**src/cto_defs.svh**
```systemverilog
`ifndef CTO_DEFS_SVH
`define CTO_DEFS_SVH
// ==========================================================
// Reset values and field layout
`define CTO_ACC_RST       8'h00
`define CTO_TIMER0_MODE_REG_RST      8'h00
`define CTO_TABLE_HIGH_POINTER_RST      8'h00
`define CTO_TABLE_HIGH_DATA_RST      6'h00
`define CTO_ZERO_RST      1'b0
`define CTO_TABLE_HIGH_POINTER_LO       3
`define CTO_TABLE_HIGH_DATA_W        6
`define CTO_ROM_LO_MSB    7
`define CTO_ROM_HI_LSB    8
`define CTO_ROM_HI_MSB    13
`endif

```
**src/cto_pkg.sv**
```systemverilog
package cto_pkg;
  // ==========================================================
  // Operation codes
  typedef enum logic [2:0] {
    CTO_NOP   = 3'b000,
    CTO_T0LD  = 3'b001,
    CTO_T0RD  = 3'b010,
    CTO_TBL   = 3'b011,
    CTO_XORR  = 3'b100,
    CTO_XORI  = 3'b101
  } cto_op_t;

  typedef struct packed {
    cto_op_t    op;
    logic       dest;
    logic [6:0] reg_idx;
    logic [7:0] imm;
  } cto_cmd_t;

  typedef struct packed {
    logic       we;
    logic [6:0] idx;
    logic [7:0] data;
  } cto_fwr_t;

  typedef enum logic {
    CTO_IDLE  = 1'b0,
    CTO_FETCH = 1'b1
  } cto_st_t;
endpackage : cto_pkg

```
**src/cto_xor_unit.sv**
```systemverilog
`timescale 1ns/10ps
module cto_xor_unit
  import cto_pkg::*;
#(
  parameter int W = 8
) (
  // Operands
  input  wire logic [W-1:0] a,
  input  wire logic [W-1:0] b,
  // Result
  output logic      [W-1:0] y,
  output logic              zero
);
  initial begin
    if (W < 1) $error("width must be positive");
  end

  always_comb begin
    y    = a ^ b;
    zero = (y == '0);
  end
endmodule : cto_xor_unit

```
**src/cto_exec.sv**
```systemverilog
`timescale 1ns/10ps
`include "cto_defs.svh"
// Contract
// - The timer-mode load copies the accumulator into timer0_mode_reg in one cycle, no flags.
// - Table read addresses ROM with {table_high_pointer[2:0], accumulator}, two cycles, no flags.
// - Table read puts ROM bits 7..0 into accumulator and bits 13..8 into table_high_data[5:0].
// - The timer-mode read copies timer0_mode_reg into the accumulator in one cycle, no flags.
// - Register XOR of accumulator with file register 0..127; dest 0 to accumulator, 1 to register.
// - Immediate XOR of accumulator with an 8-bit operand writes the accumulator.
module cto_exec
  import cto_pkg::*;
#(
  parameter int ROM_AW = 11
) (
  // Clock and reset
  input  wire logic              ref_clk,
  input  wire logic              rst_n,
  input  wire logic              clk_en,
  // Command
  input  wire cto_cmd_t          cmd,
  input  wire logic              cmd_valid,
  output logic                   busy,
  // Pointer load
  input  wire logic              ptr_we,
  input  wire logic [7:0]        ptr_data,
  // File register read data for the indexed register
  input  wire logic [7:0]        freg_rdata,
  // ROM port
  output logic [ROM_AW-1:0]      rom_addr,
  output logic                   rom_rd,
  input  wire logic [13:0]       rom_data,
  // Results
  output logic [7:0]             accumulator,
  output logic [7:0]             timer0_mode_reg,
  output logic [7:0]             table_high_pointer,
  output logic [`CTO_TABLE_HIGH_DATA_W-1:0] table_high_data,
  output logic                   zero_flag,
  output logic                   zero_we,
  output cto_fwr_t               freg_wr
);
  initial begin
    if (ROM_AW != `CTO_TABLE_HIGH_POINTER_LO + 8) $error("ROM_AW must be pointer bits plus 8");
  end

  // ==========================================================
  // State
  cto_st_t                  st_r, st_nxt;
  logic [7:0]               acc_r, acc_nxt;
  logic [7:0]               t0_r, t0_nxt;
  logic [7:0]               hp_r, hp_nxt;
  logic [`CTO_TABLE_HIGH_DATA_W-1:0]   hd_r, hd_nxt;
  logic                     z_r, z_nxt;
  logic                     zwe_r, zwe_nxt;
  logic [ROM_AW-1:0]        ra_r, ra_nxt;
  logic                     rrd_r, rrd_nxt;
  cto_fwr_t                 fw_r, fw_nxt;
  logic [7:0]               xb, xy;
  logic                     xz;
  logic                     go;

  assign go = cmd_valid && (st_r == CTO_IDLE);
  assign xb = (cmd.op == CTO_XORI) ? cmd.imm : freg_rdata;

  cto_xor_unit #(.W(8)) u_xor (
    .a    (acc_r),
    .b    (xb),
    .y    (xy),
    .zero (xz)
  );

  // ==========================================================
  // Next state
  always_comb begin
    st_nxt  = st_r;
    acc_nxt = acc_r;
    t0_nxt  = t0_r;
    hp_nxt  = ptr_we ? ptr_data : hp_r;
    hd_nxt  = hd_r;
    z_nxt   = z_r;
    zwe_nxt = 1'b0;
    ra_nxt  = ra_r;
    rrd_nxt = 1'b0;
    fw_nxt  = '0;
    if (st_r == CTO_FETCH) begin
      acc_nxt = rom_data[`CTO_ROM_LO_MSB:0];
      hd_nxt  = rom_data[`CTO_ROM_HI_MSB:`CTO_ROM_HI_LSB];
      st_nxt  = CTO_IDLE;
    end else if (go) begin
      unique case (cmd.op)
        CTO_NOP: begin
        end
        CTO_T0LD: begin
          t0_nxt = acc_r;
        end
        CTO_T0RD: begin
          acc_nxt = t0_r;
        end
        CTO_TBL: begin
          ra_nxt  = {hp_r[`CTO_TABLE_HIGH_POINTER_LO-1:0], acc_r};
          rrd_nxt = 1'b1;
          st_nxt  = CTO_FETCH;
        end
        CTO_XORR: begin
          if (cmd.dest) begin
            fw_nxt = '{we: 1'b1, idx: cmd.reg_idx, data: xy};
          end else begin
            acc_nxt = xy;
          end
          z_nxt   = xz;
          zwe_nxt = 1'b1;
        end
        CTO_XORI: begin
          acc_nxt = xy;
          z_nxt   = xz;
          zwe_nxt = 1'b1;
        end
        default: begin
        end
      endcase
    end
  end

  always_ff @(posedge ref_clk or negedge rst_n) begin
    if (!rst_n) begin
      st_r  <= CTO_IDLE;
      acc_r <= `CTO_ACC_RST;
      t0_r  <= `CTO_TIMER0_MODE_REG_RST;
      hp_r  <= `CTO_TABLE_HIGH_POINTER_RST;
      hd_r  <= `CTO_TABLE_HIGH_DATA_RST;
      z_r   <= `CTO_ZERO_RST;
      zwe_r <= 1'b0;
      ra_r  <= '0;
      rrd_r <= 1'b0;
      fw_r  <= '0;
    end else if (clk_en) begin
      st_r  <= st_nxt;
      acc_r <= acc_nxt;
      t0_r  <= t0_nxt;
      hp_r  <= hp_nxt;
      hd_r  <= hd_nxt;
      z_r   <= z_nxt;
      zwe_r <= zwe_nxt;
      ra_r  <= ra_nxt;
      rrd_r <= rrd_nxt;
      fw_r  <= fw_nxt;
    end
  end

  // Busy must be registered: high in the fetch cycle
  assign busy               = (st_r == CTO_FETCH);
  assign accumulator        = acc_r;
  assign timer0_mode_reg    = t0_r;
  assign table_high_pointer = hp_r;
  assign table_high_data    = hd_r;
  assign zero_flag          = z_r;
  assign zero_we            = zwe_r;
  assign rom_addr           = ra_r;
  assign rom_rd             = rrd_r;
  assign freg_wr            = fw_r;

  // ==========================================================
  // Checks
  t0_load_a: assert property (@(posedge ref_clk) disable iff (!rst_n)
    clk_en && go && cmd.op == CTO_T0LD |=> t0_r == $past(acc_r))
    else $error("timer mode load wrong");
  t0_read_a: assert property (@(posedge ref_clk) disable iff (!rst_n)
    clk_en && go && cmd.op == CTO_T0RD |=> acc_r == $past(t0_r) && z_r == $past(z_r))
    else $error("timer mode read wrong");
  tbl_addr_a: assert property (@(posedge ref_clk) disable iff (!rst_n)
    clk_en && go && cmd.op == CTO_TBL |=> rom_rd && busy
      && rom_addr == {$past(hp_r[2:0]), $past(acc_r)})
    else $error("table address wrong");
  tbl_data_a: assert property (@(posedge ref_clk) disable iff (!rst_n)
    clk_en && busy |=> !busy && acc_r == $past(rom_data[7:0])
      && hd_r == $past(rom_data[13:8]))
    else $error("table data wrong");
  tbl_flags_a: assert property (@(posedge ref_clk) disable iff (!rst_n)
    clk_en && go && cmd.op == CTO_TBL |=> !zero_we ##1 !zero_we)
    else $error("table read touched flags");
  xor_reg_a: assert property (@(posedge ref_clk) disable iff (!rst_n)
    clk_en && go && cmd.op == CTO_XORR && cmd.dest |=> freg_wr.we
      && freg_wr.data == ($past(acc_r) ^ $past(freg_rdata)) && acc_r == $past(acc_r))
    else $error("register xor wrong");
  xor_imm_a: assert property (@(posedge ref_clk) disable iff (!rst_n)
    clk_en && go && cmd.op == CTO_XORI |=> acc_r == ($past(acc_r) ^ $past(cmd.imm))
      && !freg_wr.we)
    else $error("immediate xor wrong");
  xor_zero_a: assert property (@(posedge ref_clk) disable iff (!rst_n)
    zero_we |-> zero_flag == ((acc_r == 8'h00 && !freg_wr.we)
      || (freg_wr.we && freg_wr.data == 8'h00)))
    else $error("zero flag wrong");
  xor_acc_dest_a: assert property (@(posedge ref_clk) disable iff (!rst_n)
    clk_en && go && cmd.op == CTO_XORR && !cmd.dest |=> !freg_wr.we
      && acc_r == ($past(acc_r) ^ $past(freg_rdata)))
    else $error("register xor to accumulator wrong");
  xor_reg_idx_a: assert property (@(posedge ref_clk) disable iff (!rst_n)
    clk_en && go && cmd.op == CTO_XORR && cmd.dest |=> freg_wr.idx == $past(cmd.reg_idx))
    else $error("register xor index wrong");
  xor_reg_zero_a: assert property (@(posedge ref_clk) disable iff (!rst_n)
    clk_en && go && cmd.op == CTO_XORR |=> zero_we && $stable(table_high_data))
    else $error("register xor flag update missing");
  xor_imm_zero_a: assert property (@(posedge ref_clk) disable iff (!rst_n)
    clk_en && go && cmd.op == CTO_XORI |=> zero_we && zero_flag == (acc_r == 8'h00))
    else $error("immediate xor zero flag wrong");
  t0_load_flag_a: assert property (@(posedge ref_clk) disable iff (!rst_n)
    clk_en && go && cmd.op == CTO_T0LD |=> !zero_we && $stable(zero_flag)
      && $stable(accumulator))
    else $error("timer mode load touched flags");
  tbl_zero_hold_a: assert property (@(posedge ref_clk) disable iff (!rst_n)
    clk_en && go && cmd.op == CTO_TBL |=> $stable(zero_flag) ##1 $stable(zero_flag))
    else $error("table read changed zero flag");
  tbl_refuse_a: assert property (@(posedge ref_clk) disable iff (!rst_n)
    clk_en && busy |=> !freg_wr.we && $stable(timer0_mode_reg))
    else $error("command taken during table fetch");
  rom_rd_pulse_a: assert property (@(posedge ref_clk) disable iff (!rst_n)
    clk_en && rom_rd |=> !rom_rd)
    else $error("rom read strobe too long");
  state_freeze_a: assert property (@(posedge ref_clk) disable iff (!rst_n)
    !clk_en |=> $stable(acc_r) && $stable(t0_r) && $stable(hp_r)
      && $stable(hd_r) && $stable(z_r) && $stable(st_r)
      && $stable(fw_r) && $stable(zwe_r))
    else $error("state moved while clock enable low");
endmodule : cto_exec

```
**config.mk**
```make
export PLATFORM = sky130hd
export DESIGN_NAME = cto_exec
export DESIGN_NICKNAME = d
export VERILOG_FILES = /design/src/cto_pkg.sv /design/src/cto_xor_unit.sv /design/src/cto_exec.sv
export VERILOG_INCLUDE_DIRS = /design/src
export SDC_FILE = /design/constraint.sdc
export NUM_CORES = 1
export LEC_CHECK = 0
export ABC_AREA = 1
export BUFFER_PORTS_ARGS = -buffer_cell sky130_fd_sc_hd__buf_2
export CAP_MARGIN = 30
export CORE_MARGIN = 5
export CORE_UTILIZATION = 43
export DETAILED_ROUTE_END_ITERATION = 6
export GPL_TIMING_DRIVEN = 0
export PLACE_DENSITY = 0.76
export REMOVE_ABC_BUFFERS = 1
export SYNTH_ARGS = -nofsm -noshare
export SYNTH_HDL_FRONTEND = slang
export SYNTH_SLANG_ARGS = --single-unit
```
**constraint.sdc**
```tcl
create_clock -name ref_clk -period 1.35 [get_ports ref_clk]
set_clock_uncertainty 0.1 [all_clocks]
set_input_delay 0.2025 -clock ref_clk [delete_from_list [all_inputs] [get_ports ref_clk]]
set_output_delay 0.2025 -clock ref_clk [all_outputs]
set_load 0.02 [all_outputs]
```
==> results.py <==
metrics = {
    "timing": {
        "setup_viol": 37,
        "hold_slack_ns": 0.004597,
        "drv_slew": 0,
        "setup_ws_ns": -0.1703,
        "rsz0062_at_grt": "true",
        "max_slew.worst_pin.slew_ns": 0.5540,
        "hold_viol": 0,
        "max_slew_margin": 0.6307,
        "fin_crit_sh": 1.126,
        "final.setup.tns_ns": -2.643,
        "max_freq_ghz": 0.6578,
        "min_period_ns": 1.520,
    },
    "grt": {
        "grt_max_degree": 40,
        "grt_util_all_layers": 0.2147,
        "antenna_found_initial": 0,
        "grt_pass1_wl_um": 14200,
        "first_global_vias": 2882,
        "met3_usage": 0.05667,
        "grtUsageMet1": 0.2746,
        "met2_usage": 0.3488,
        "top_usage_layer": "met2",
        "grt.overflow.total": 0,
    },
    "yosys": {
        "ys_ff_latch": 60,
        "synth_cell_types": 24,
        "synth_area_leaders": "dfrtp_1, nand2_1, o21ai_0, mux2_2, inv_1",
        "syn_area_per_cell_um2": 8.484,
        "ys_warn_count": 0,
        "syn_area_mm2": 0.002783,
        "seq_area_frac_synth": 0.5396,
        "synth_top_area_share": 0.5396,
        "yosysTopAreaCell": "dfrtp_1",
        "syn_inst": 328,
    },
    "min_path": {
        "holdCritStartpoint": "rom_data[9]",
        "hold_class": "in -> reg",
        "whs_path_depth": 2,
        "hold_end": "table_high_data[1]$_DFFE_PN0P_",
    },
    "cells_and_area": {
        "syn_to_final_growth_pct": 53.64,
        "layout-drive-gt1-share": 0.4625,
        "largest_register_ffs": 16,
        "layout_common_cells": "buf_2, nand2_1, dfrtp_1",
        "finalNetCount": 542,
        "n_antenna_cell": 0,
        "layout_commonest_cell": "buf_2",
    },
    "power": {
        "vdd_drop_max_mv": 0.9893,
        "leakage_nw": 2.310,
        "total_power_w": 0.006185,
        "cellPowerDensity_mw_per_mm2": 1447,
    },
    "worst_setup_path": {
        "reg2reg_setup_slack_ns": -0.17,
        "regToRegEndpoint": "zero_flag$_DFFE_PN0P_",
        "critPathSlowestCell": "dfrtp_4",
        "rr_startpoint": "rom_rd$_DFFE_PN0P_",
        "critical_path_required_ns": 1.53,
        "start_kind": "register",
        "crit_type": "reg -> reg",
        "max_stage_delay_ns": 0.54,
        "crit_arrival_ns": 1.70,
        "cp_cell_sequence": "nor2_4 -> buf_4 -> buf_4 -> nand3_1 -> nor2_1 -> nand3_1 -> nand2_1",
        "ff2ff_path_depth": 7,
        "worstPathMaxFanout": 5,
        "endpoint_kind": "register",
    },
    "floorplanning": {
        "io_pins": 115,
        "start_util": 0.4407,
        "rows": 29,
        "dieArea_mm2": 0.008180,
        "core_area_mm2": 0.006314,
        "die_width_um": 90.45,
        "die_h_um": 90.45,
    },
    "run_status": {
        "status": "complete, but fails checks",
        "violations": "negative setup slack",
    },
    "cts": {
        "clk_latency_ns": 0.34,
        "cts_buffers": 9,
        "cts-htree-levels": 3,
        "cts.root.buffer_cell": "clkbuf_8",
        "cts.clk_slew.worst_paths_ns": 0.07,
        "cts_sinks": 60,
        "clock_path_buffers": 2,
        "cts_tree": "yes",
    },
    "placement": {
        "post-dp-hpwl_um": 5446,
        "port_buffers": 114,
        "globalplace.congestion": 0.7786,
    },
    "routing": {
        "drc_errors": 0,
        "wl_per_cell_um": 15.36,
        "ant_nets": 0,
        "detail_route.vias_per_cell": 5.051,
        "drt_first_pass_iters": 5,
        "drt-total-wl_um": 8757,
        "drt_iter0_markers": 97,
        "vias": 2879,
    },
    "flow_run": {
        "max_cap_viol_count": 0,
    },
}
[timing repair]
action	CTS	global route
gates cloned	1	1
hold buffers	15	0
setup endpoints to repair	53	52
resized for setup	52	53
pin swaps	9	12
hold endpoints to repair	35	0
buffers inserted	21	10
[logic make-up after synthesis]
| logic type | Yosys count | share of synthesized area |
|---|---|---|
| compound gates | 54 | 0.1043 |
| mux | 11 | 0.04451 |
| simple gates | 159 | 0.2446 |
| buf+inv | 44 | 0.06699 |
| flops | 60 | 0.5396 |
[power breakdown]
part | leakage (nW) | switching (W) | internal [W]
registers | 0.777 | 0.000246 | 0.00214
logic | 1.41 | 0.00120 | 0.000724
clock network | 0.122 | 0.000699 | 0.00118
[cell type report]
class / count / area [um2]
Clock inverter: 4 / 70.07
Timing Repair Buffer: 160 / 1001
Multi-Input combinational cell: 226 / 1311
Inverter: 31 / 126.4
Fill cell: 503 / 2038
Tap cell: 77 / 96.34
Sequential cell: 60 / 1505
Clock buffer: 12 / 165.2
[critical path, delay by kind of cell, from the launching register on]
| family | cells | cell delay, ns |
|---|---|---|
| buffers and inverters | 2 | 0.25 |
| flip-flops | 1 | 0.54 |
| AND/OR/NAND/NOR | 5 | 0.59 |
[routing by layer]
metal,share of wire,vias up
li1,-,1397
met1,0.42,1360
met2,0.49,111
met3,0.072,11
met4,0.014,0
met5,0,-
[cell usage after synthesis]
| master | number |
|---|---|
| nand2_1 | 103 |
| dfrtp_1 | 60 |
| o21ai_0 | 42 |
| inv_1 | 29 |
| nor2_1 | 23 |
| nand3_1 | 17 |
| mux2_2 | 11 |
| nand4_1 | 11 |
| a21oi_1 | 8 |
| clkbuf_1 | 7 |
| buf_4 | 3 |
| buf_2 | 2 |
| a21boi_4 | 1 |
| a21oi_2 | 1 |
| and2_1 | 1 |
| buf_6 | 1 |
| clkinv_1 | 1 |
| inv_2 | 1 |
| nand2_8 | 1 |
| nor2_2 | 1 |
| nor2_4 | 1 |
| nor3_2 | 1 |
| o211ai_1 | 1 |
| o21ai_1 | 1 |
[how the worst max path moves through the flow]
| stage | cells after the start | slack (ns) | startpoint | end |
|---|---|---|---|---|
| after global placement | 3 | -0.96 | rom_rd$_DFFE_PN0P_ | rom_addr[7]$_DFFE_PN0P_ |
| after floorplan | 3 | -0.48 | rom_rd$_DFFE_PN0P_ | rom_addr[0]$_DFFE_PN0P_ |
| final | 7 | -0.17 | rom_rd$_DFFE_PN0P_ | zero_flag$_DFFE_PN0P_ |
| after detailed placement | 3 | -1.01 | rom_rd$_DFFE_PN0P_ | rom_addr[6]$_DFFE_PN0P_ |
| after CTS | 6 | -0.06 | rom_rd$_DFFE_PN0P_ | accumulator[3]$_DFFE_PN0P_ |
| after global routing | 7 | -0.24 | rom_rd$_DFFE_PN0P_ | zero_flag$_DFFE_PN0P_ |
[stage by stage]
stage / instances / utilization / worst slack, ns / cell area [um2]
floorplan: 315 / - / -0.4751 / 2713
global placement: 506 / 0.5353 / -0.9551 / 3379
detailed placement: 507 / 0.5384 / -1.007 / 3400
CTS: 560 / 0.6399 / -0.05868 / 4040
global route: 570 / 0.6772 / -0.2423 / 4275
finish: 570 / 0.6772 / -0.1703 / 4275
Power figures use the tool's default switching activity.
